[config.mk]
export PLATFORM = sky130hd
export DESIGN_NAME = samc_ctrl
export DESIGN_NICKNAME = d
export VERILOG_FILES = /design/src/samc_pkg.sv /design/src/samc_fifo.sv /design/src/samc_ctrl.sv
export SDC_FILE = /design/constraint.sdc
export NUM_CORES = 1
export LEC_CHECK = 0
export ABC_CLOCK_PERIOD_IN_PS = 4450
export BUFFER_PORTS_ARGS = -buffer_cell sky130_fd_sc_hd__buf_2
export CAP_MARGIN = 25
export CELL_PAD_IN_SITES_DETAIL_PLACEMENT = 1
export CELL_PAD_IN_SITES_GLOBAL_PLACEMENT = 1
export CORE_UTILIZATION = 40
export CTS_CLUSTER_SIZE = 25
export DETAILED_ROUTE_END_ITERATION = 16
export PLACE_DENSITY = 0.61
export SYNTH_ARGS = -nofsm -noshare
export SYNTH_HDL_FRONTEND = slang
export SYNTH_SLANG_ARGS = --single-unit
[constraint.sdc]
create_clock -name ref_clk -period 4.45 [get_ports ref_clk]
set_input_delay 0.445 -clock ref_clk [delete_from_list [all_inputs] [get_ports ref_clk]]
set_output_delay 0.445 -clock ref_clk [all_outputs]
set_load 0.03 [all_outputs]
[src/samc_pkg.sv]
// Constants and decode helpers for the serial converter control block.
// Assumes a single 100 MHz reference clock shared by all users.
`default_nettype none
package samc_pkg;
  // ----------------------------------------
  // Timing
  // ----------------------------------------
  localparam int CLK_MHZ    = 100;
  localparam int CHAN_ON_NS = 1000; // Channel switch-on delay, ns
  localparam int ON_CYC     = (CHAN_ON_NS * CLK_MHZ + 999) / 1000;
  // ----------------------------------------
  // Widths, counts and field positions
  // ----------------------------------------
  localparam int RES_W      = 12;
  localparam int CHW_W      = 4;
  localparam int NCH        = 8;
  localparam int EN_POS     = 3;
  localparam int FIFO_DEPTH = 8;
  localparam int FIFO_W     = 15;
  localparam int CNT_W      = 16;
  localparam logic [1:0] END_SMPL_FALL = 2'h1; // Second falling edge
  localparam logic [3:0] MSB_IDX = 4'hB;
  localparam logic [3:0] TAIL_END = 4'hC;
  localparam logic [3:0] CONV_CYC = 4'hC;
  // ----------------------------------------
  // Reset values and pin slots
  // ----------------------------------------
  localparam logic [5:0] PIN_RST = 6'h0C; // Both selects idle high
  localparam logic [3:0] CHW_RST = 4'h0;
  localparam int P_SCLK = 0;
  localparam int P_DIN  = 1;
  localparam int P_MUX  = 2;
  localparam int P_CONV = 3;
  localparam int P_CMP  = 4;
  localparam int P_V8   = 5;

  typedef enum logic [1:0] {CV_OFF, CV_ACQ, CV_CONV, CV_TAIL} samc_cv_t;

  // Channel word to one-hot switch drive; enable bit low means all off
  function automatic logic [NCH-1:0] samc_chan_dec(
    input logic [CHW_W-1:0] w,
    input logic             eight
  );
    logic [2:0] a;
    a = eight ? w[2:0] : {1'b0, w[1:0]};
    samc_chan_dec = w[EN_POS] ? (8'h01 << a) : 8'h00;
  endfunction
endpackage
`default_nettype wire

[src/samc_fifo.sv]
// Result FIFO with parameterised width and depth.
// Assumes both sides run on ref_clk; ready and valid are combinational.
`timescale 1ns/10ps
`default_nettype none
module samc_fifo #(
  parameter int W = 15,
  parameter int D = 8
) (
  input  wire logic         ref_clk,
  input  wire logic         rst_b,
  input  wire logic         in_valid,
  output logic              in_ready,
  input  wire logic [W-1:0] in_data,
  output logic              out_valid,
  input  wire logic         out_ready,
  output logic [W-1:0]      out_data
);
  localparam int AW = $clog2(D);
  logic [W-1:0]  mem [D];
  logic [AW-1:0] wr_q;
  logic [AW-1:0] rd_q;
  logic [AW:0]   cnt_q;
  logic          push;
  logic          pop;

  // Honest full and empty from the fill count
  assign in_ready  = (cnt_q != (AW+1)'(D));
  assign out_valid = (cnt_q != '0);
  assign push      = in_valid && in_ready;
  assign pop       = out_valid && out_ready;
  assign out_data  = mem[rd_q];

  // Storage has no reset; only the pointers and the fill count need one
  always_ff @(posedge ref_clk) begin
    if (push) begin
      mem[wr_q] <= in_data;
    end
  end

  // Pointers wrap at the depth, which need not be a power of two
  always_ff @(posedge ref_clk or negedge rst_b) begin
    if (!rst_b) begin
      wr_q  <= '0;
      rd_q  <= '0;
      cnt_q <= '0;
    end else begin
      if (push) begin
        wr_q <= (wr_q == AW'(D - 1)) ? '0 : wr_q + 1'b1;
      end
      if (pop) begin
        rd_q <= (rd_q == AW'(D - 1)) ? '0 : rd_q + 1'b1;
      end
      cnt_q <= cnt_q + (AW+1)'(push) - (AW+1)'(pop);
    end
  end
endmodule
`default_nettype wire

[src/samc_ctrl.sv]
// Control logic of a 12-bit sampling converter with 4/8-input multiplexer.
// Assumes all link pins are asynchronous to ref_clk and the shift clock
// is far slower than ref_clk, so it is oversampled as a plain input.
//
// What this block does
// - three bits after the enable bit choose the converted channel
// - selected channel is measured against the common negative input
// - enable low turns all channels off; four-input mode ignores bit two
// - eight-input mode decodes address bits as binary channel zero to seven
// - result codes are straight unipolar binary, never inverted
// - shared wire driven from second falling edge after select low, before sixth falling edge
// - mux and converter selects work independently for repeated conversions
// - converter draws power only while its select is low
// - after conversion, comparator and reference off; tail bits still shift
// - select high powers converter down; mux word still shifts in
// - sampling runs from switch-on delay to second falling clock edge
// - that falling edge puts sample-and-hold in hold and starts conversion
// - conversion takes exactly twelve shift-clock cycles
// - channel register keeps only the last four bits before select falls
// - bits change on falling edges and are captured on rising edges
// - one null bit precedes the first result bit
// - converter select high deselects, powers down, releases data output
`timescale 1ns/10ps
`default_nettype none
module samc_ctrl (
  input  wire logic               ref_clk,
  input  wire logic               rst_b,
  input  wire logic               shift_clk_pin,
  input  wire logic               din_pin,
  input  wire logic               mux_select_n,
  input  wire logic               conv_select_n,
  input  wire logic               comp_in,
  input  wire logic               variant_8ch,
  output logic                    dout_o,
  output logic                    dout_oe,
  output logic [samc_pkg::NCH-1:0] chan_enable,
  output logic                    sample_o,
  output logic                    hold_o,
  output logic                    conv_power_o,
  output logic                    ref_connect_o,
  output logic [samc_pkg::RES_W-1:0] sar_trial_o,
  output logic                    res_valid,
  input  wire logic               res_ready,
  output logic [2:0]              res_chan,
  output logic [samc_pkg::RES_W-1:0] res_data
);
  import samc_pkg::*;

  logic [5:0]       m1_q;
  logic [5:0]       m2_q;
  logic [5:0]       m3_q;
  logic [5:0]       lv_q;
  logic [5:0]       agree;
  logic             sclk_rise;
  logic             sclk_fall;
  logic [CHW_W-1:0] chw_sr_q;
  logic [CHW_W-1:0] chw_q;
  logic [CNT_W-1:0] mux_cnt_q;
  logic [CNT_W-1:0] acq_cnt_q;
  samc_cv_t         state_q;
  logic [1:0]       fall_cnt_q;
  logic [3:0]       bit_q;
  logic [3:0]       cf_q;
  logic [RES_W-1:0] res_q;
  logic             pend_q;
  logic             fifo_rdy;
  logic             conv_end;

  // ----------------------------------------
  // Pin synchronisers
  // ----------------------------------------
  // A level counts only once stages two and three agree
  assign agree = ~(m2_q ^ m3_q);

  always_ff @(posedge ref_clk or negedge rst_b) begin
    if (!rst_b) begin
      m1_q <= PIN_RST;
      m2_q <= PIN_RST;
      m3_q <= PIN_RST;
      lv_q <= PIN_RST;
    end else begin
      m1_q <= {variant_8ch, comp_in, conv_select_n, mux_select_n,
               din_pin, shift_clk_pin};
      m2_q <= m1_q;
      m3_q <= m2_q;
      lv_q <= (m2_q & agree) | (lv_q & ~agree);
    end
  end

  assign sclk_rise = agree[P_SCLK] && m2_q[P_SCLK] && !lv_q[P_SCLK];
  assign sclk_fall = agree[P_SCLK] && !m2_q[P_SCLK] && lv_q[P_SCLK];

  // ----------------------------------------
  // Multiplexer side
  // ----------------------------------------
  // Shifting never depends on the converter select
  always_ff @(posedge ref_clk or negedge rst_b) begin
    if (!rst_b) begin
      chw_sr_q <= CHW_RST;
    end else if (sclk_rise && lv_q[P_MUX]) begin
      chw_sr_q <= {chw_sr_q[CHW_W-2:0], lv_q[P_DIN]};
    end
  end

  // Word latched on select fall; extra early bits already shifted out
  always_ff @(posedge ref_clk or negedge rst_b) begin
    if (!rst_b) begin
      chw_q <= CHW_RST;
    end else if (lv_q[P_MUX] && agree[P_MUX] && !m2_q[P_MUX]) begin
      chw_q <= chw_sr_q;
    end
  end

  // Break before make: all off, then selected on after the delay
  always_ff @(posedge ref_clk or negedge rst_b) begin
    if (!rst_b) begin
      mux_cnt_q   <= CNT_W'(ON_CYC);
      chan_enable <= '0;
    end else if (lv_q[P_MUX]) begin
      mux_cnt_q   <= CNT_W'(ON_CYC);
      chan_enable <= '0;
    end else begin
      if (mux_cnt_q != '0) begin
        mux_cnt_q <= mux_cnt_q - 1'b1;
      end
      chan_enable <= (mux_cnt_q == '0) ?
                     samc_chan_dec(chw_q, lv_q[P_V8]) : '0;
    end
  end

  // ----------------------------------------
  // Converter sequencer
  // ----------------------------------------
  // A pending result blocks a new cycle, so a full FIFO stalls conversions
  always_ff @(posedge ref_clk or negedge rst_b) begin
    if (!rst_b) begin
      state_q <= CV_OFF;
    end else if (lv_q[P_CONV]) begin
      state_q <= CV_OFF;
    end else begin
      case (state_q)
        CV_OFF: begin
          // No new cycle while a result waits or the FIFO has no room
          if (!pend_q && fifo_rdy) begin
            state_q <= CV_ACQ;
          end
        end
        CV_ACQ: begin
          if (sclk_fall && fall_cnt_q == END_SMPL_FALL) begin
            state_q <= CV_CONV;
          end
        end
        CV_CONV: begin
          if (sclk_fall && bit_q == '0) begin
            state_q <= CV_TAIL;
          end
        end
        default: state_q <= CV_TAIL;
      endcase
    end
  end

  // Falling edges and switch-on delay seen while acquiring
  always_ff @(posedge ref_clk or negedge rst_b) begin
    if (!rst_b) begin
      fall_cnt_q <= '0;
      acq_cnt_q  <= CNT_W'(ON_CYC);
    end else if (state_q != CV_ACQ) begin
      fall_cnt_q <= '0;
      acq_cnt_q  <= CNT_W'(ON_CYC);
    end else begin
      if (sclk_fall) begin
        fall_cnt_q <= fall_cnt_q + 1'b1;
      end
      if (acq_cnt_q != '0) begin
        acq_cnt_q <= acq_cnt_q - 1'b1;
      end
    end
  end

  assign conv_end = (state_q == CV_CONV) && sclk_fall && bit_q == '0;

  // Analog controls decoded from state; capacitor bottom plate sits on
  // the negative input in hold, so the result is relative to it
  assign sample_o      = (state_q == CV_ACQ) && acq_cnt_q == '0;
  assign hold_o        = (state_q == CV_CONV);
  assign conv_power_o  = (state_q == CV_ACQ) || (state_q == CV_CONV);
  assign ref_connect_o = conv_power_o;
  assign sar_trial_o   = hold_o ? (res_q | (12'h001 << bit_q)) : '0;

  // ----------------------------------------
  // Serial output and SAR register
  // ----------------------------------------
  // Every output change while selected sits on a shift-clock falling edge
  always_ff @(posedge ref_clk or negedge rst_b) begin
    if (!rst_b) begin
      dout_o  <= 1'b0;
      dout_oe <= 1'b0;
      res_q   <= '0;
      bit_q   <= MSB_IDX;
    end else if (lv_q[P_CONV]) begin
      dout_o  <= 1'b0;
      dout_oe <= 1'b0;
      res_q   <= '0;
      bit_q   <= MSB_IDX;
    end else if (sclk_fall) begin
      case (state_q)
        CV_ACQ: begin
          if (fall_cnt_q == END_SMPL_FALL) begin
            dout_oe <= 1'b1;
            dout_o  <= 1'b0;
          end
        end
        CV_CONV: begin
          res_q[bit_q] <= lv_q[P_CMP];
          dout_o       <= lv_q[P_CMP];
          bit_q <= (bit_q == '0) ? 4'h1 : bit_q - 1'b1;
        end
        CV_TAIL: begin
          if (bit_q != TAIL_END) begin
            dout_o <= res_q[bit_q];
            bit_q  <= bit_q + 1'b1;
          end else begin
            dout_o <= 1'b0;
          end
        end
        default: dout_o <= 1'b0;
      endcase
    end
  end

  // Helper: falling edges spent converting
  always_ff @(posedge ref_clk or negedge rst_b) begin
    if (!rst_b) begin
      cf_q <= '0;
    end else if (state_q == CV_ACQ) begin
      cf_q <= '0;
    end else if (state_q == CV_CONV && sclk_fall) begin
      cf_q <= cf_q + 1'b1;
    end
  end

  // ----------------------------------------
  // Result hand-off
  // ----------------------------------------
  // Set wins over clear, though both cannot meet in one cycle
  always_ff @(posedge ref_clk or negedge rst_b) begin
    if (!rst_b) begin
      pend_q <= 1'b0;
    end else begin
      pend_q <= conv_end || (pend_q && !fifo_rdy);
    end
  end

  samc_fifo #(
    .W (FIFO_W),
    .D (FIFO_DEPTH)
  ) u_fifo (
    .ref_clk   (ref_clk),
    .rst_b     (rst_b),
    .in_valid  (pend_q),
    .in_ready  (fifo_rdy),
    .in_data   ({chw_q[2:0], res_q}),
    .out_valid (res_valid),
    .out_ready (res_ready),
    .out_data  ({res_chan, res_data})
  );
endmodule
`default_nettype wire

==> results.cfg <==
[finish]
fin_util_pct = 46.8
diodes = 0
drive_gt1_share_pct = 25.8
final.fill_count = 2457
area_growth_pct = 15.3
nets = 777

[clocking]
htreeDepth = 1
clock_path_buffers = 3
cts_made_buffers = 25
path_clk_slew_ns = 0.06
clock_latency_ns = 0.52
post_cts_buffers = 0
clock_sinks = 225
cts_tree = done
root_buffer = clkbuf_16

[synth]
synthCells = 686
yosysUniqueCellTypes = 63
synth_enable_flop_cells = 120
synth_ff_type = edfxtp_1
synthTopCellsByArea = edfxtp_1 37%, dfrtp_1 22%, mux4_2 7.3%
async_reset_ff_share_pct = 46.7
yosys.area.top_type = edfxtp_1
synth_area_um2 = 9850
syn_nets = 722
synth_top_area_share_pct = 36.6
synth-seq-area-share_pct = 63.5
synth-seq-cells = 225
synth.avg_cell_area_um2 = 14.4
ys.warnings.count = 0

[sta]
setup-tns-final_ns = 0
max_clock_freq_mhz = 342
slew_headroom_pct = 30.9
setup_viol = 0
worstMarginPinSlew_ns = 1.03
fin_crit_sh_pct = 65.7
skew_ns = 0.00752
rsz0062_at_grt = false
hold_viol = 0
drv_slew = 0
period_minus_slack_ns = 2.92

[setup_path]
crit_type = flop to primary output
critPathMaxStageDelay_ns = 0.74
cpMaxStageDelayCell = dfrtp_2
end_kind = primary output
path_cells = buf_16 > mux4_2 > mux2_2 > buf_2
r2r_cells = 7
startpoint_type = flop
cp.required_ns = 4.01
worst-path-max-fanout = 17
cp_data_arrival_time_ns = 2.48

[drt]
postRouteAntennaNets = 0
vias_per_cell = 5.37
firstDrtPassIters = 4
drc_errors = 0
drt_iter0_markers = 162
drt-met1-wl_um = 9160
dr.max_layer_used = met4
wl_met3_um = 693
drt-total-wl_um = 20700
vias = 5820
routed-wl-met2_um = 10500
wl_per_cell_um = 19.1

[placement]
place.gp.congestion = 0.816
place.port_buffers = 50
dp_hpwl_um = 13400

[die]
die_width_um = 159
dieArea_um2 = 25300
core_area_um2 = 24200
die_y_um = 159
start_util_pct = 40.6
num_rows = 57
io_pins = 51

[grt]
grt_max_degree = 74
grt_first_pass_wirelength_um = 33900
grt-ovfl-total = 0
track_usage_pct = 16.9
grt_pass1_vias = 6239
antenna_found_initial = 0

[power]
p_per_area_nw_per_um2 = 503
ir_drop_mv = 0.232
p_leak_nw = 4.32

[hold_path]
hold_path_class = primary input to flop
hold_path_depth = 1

[outcome]
outcome = finished clean

[run]
maxCapViolCount = 0
[sequential cells by signal, indices dropped and copies added, names as in the netlist, named ones only]
register and count:
m2_q 6, m3_q 6, chan_enable 8, dout_oe 1, u_fifo.rd_q 3, m1_q 6
pend_q 1, acq_cnt_q 16, dout_o 1, u_fifo.mem 120, chw_q 4, chw_sr_q 4
u_fifo.wr_q 3, bit_q 4, u_fifo.cnt_q 4, fall_cnt_q 2, res_q 12, state_q 2
mux_cnt_q 16
[cells in the mapped netlist, types with 3 or more instances]
| master | instances |
|---|---|
| a211oi_1 | 3 |
| a21oi_1 | 33 |
| a31o_2 | 3 |
| a31oi_1 | 3 |
| and3_1 | 6 |
| and4_1 | 4 |
| buf_2 | 4 |
| clkbuf_1 | 21 |
| dfrtp_1 | 88 |
| dfstp_2 | 17 |
| edfxtp_1 | 120 |
| ha_1 | 26 |
| inv_1 | 30 |
| maj3_1 | 5 |
| mux2_2 | 31 |
| mux2i_1 | 17 |
| mux4_2 | 32 |
| nand2_1 | 22 |
| nand2b_1 | 8 |
| nand3_1 | 20 |
| nand3b_1 | 6 |
| nand4_1 | 7 |
| nand4b_1 | 4 |
| nor2_1 | 45 |
| nor2b_1 | 17 |
| nor3_1 | 19 |
| nor3b_1 | 5 |
| nor4_1 | 3 |
| nor4_4 | 3 |
| o21a_1 | 3 |
| o21ai_0 | 20 |
| o31ai_1 | 3 |
| o41ai_1 | 3 |
| or3_1 | 8 |
| or3b_2 | 3 |
| or4_1 | 7 |
| xnor2_1 | 4 |
[per-stage QoR]
stage                     hold slack (ns)  worst slack [ns]  cell area [um^2]  power [mW]  cells
after CTS                         0.00366              1.22             11300        5.78   1080
final                              0.0299              1.53             11400        5.72   1083
after detailed placement            0.349              1.78             10500        3.75   1035
after global routing              0.00972              1.33             11400        6.00   1083
after floorplan                     0.149              1.82              9850        3.43    686
after global placement              0.335              1.84             10500        3.69   1035
[worst max-delay path: cells and delay by family (launching register included)]
kind / cells / cell delay (ns)
buffers and inverters: 2 / 0.43
DFF: 1 / 0.74
muxes: 2 / 0.79
[what timing repair did]
action                     4_1_cts  5_1_grt
hold endpoints to repair         0       25
gates resized for setup          0        0
hold buffers                     0        1
setup endpoints to repair        0        0
[routing by layer]
layer	vias to the layer above	track usage, %
li1	2698	-
met2	73	30.2
met5	-	0
met4	0	4.11
met1	3022	21.7
met3	27	2.21
[cell families after synthesis]
family / count (synthesis) / synth area share [%]
AOI/OAI and AO/OA: 85 / 5.22
xor gates and xnor gates: 6 / 0.533
adders and majority gates: 32 / 4.01
buffers and inverters: 59 / 2.45
DFF: 225 / 63.5
muxes: 80 / 12.6
and+or+nand+nor: 199 / 11.7
[final cells by class]
| type | count | area (um^2) | area share (%) |
|---|---|---|---|
| clock inverter | 12 | 103 | 0.904 |
| tap | 324 | 405 | 3.57 |
| multi-input combinational | 402 | 3410 | 30.1 |
| sequential | 225 | 6250 | 55.1 |
| timing repair buffer | 57 | 348 | 3.06 |
| clock buffer | 33 | 719 | 6.34 |
| inverter | 30 | 113 | 0.992 |
[power by group]
part           total, mW  internal, mW  switching [mW]
clock               2.01          1.20           0.812
combinational       1.12         0.507           0.608
sequential          2.59          2.35           0.237
[final timing paths]
kind,from,end,slack [ns]
max,u_fifo.rd_q[0]$_DFFE_PN0P_,res_data[10],1.53
min in group asynchronous,rst_b,chan_enable[6]$_DFF_PN0_,0.28
max reg2reg,u_fifo.cnt_q[2]$_DFF_PN0_,u_fifo.mem[3][5]$_DFFE_PP_,1.91
max in group asynchronous,rst_b,asynchronous set/reset pin,3.07
min,conv_select_n,m1_q[3]$_DFF_PN1_,0.03
min reg2reg,m1_q[2]$_DFF_PN1_,m2_q[2]$_DFF_PN1_,0.36
[layout by cell type (no fill, tap or decap), drive strengths merged, types with 17 or more instances in the layout]
| cell | instances |
|---|---|
| inv | 31 |
| mux2 | 31 |
| nand2 | 22 |
| ha | 26 |
| nor2b | 17 |
| dfstp | 17 |
| mux4 | 32 |
| nor2 | 45 |
| nor3 | 20 |
| a21oi | 33 |
| mux2i | 17 |
| edfxtp | 120 |
| clkbuf | 33 |
| nand3 | 20 |
| dfrtp | 88 |
| o21ai | 22 |
| buf | 56 |
(Power assumes the default switching activity.)
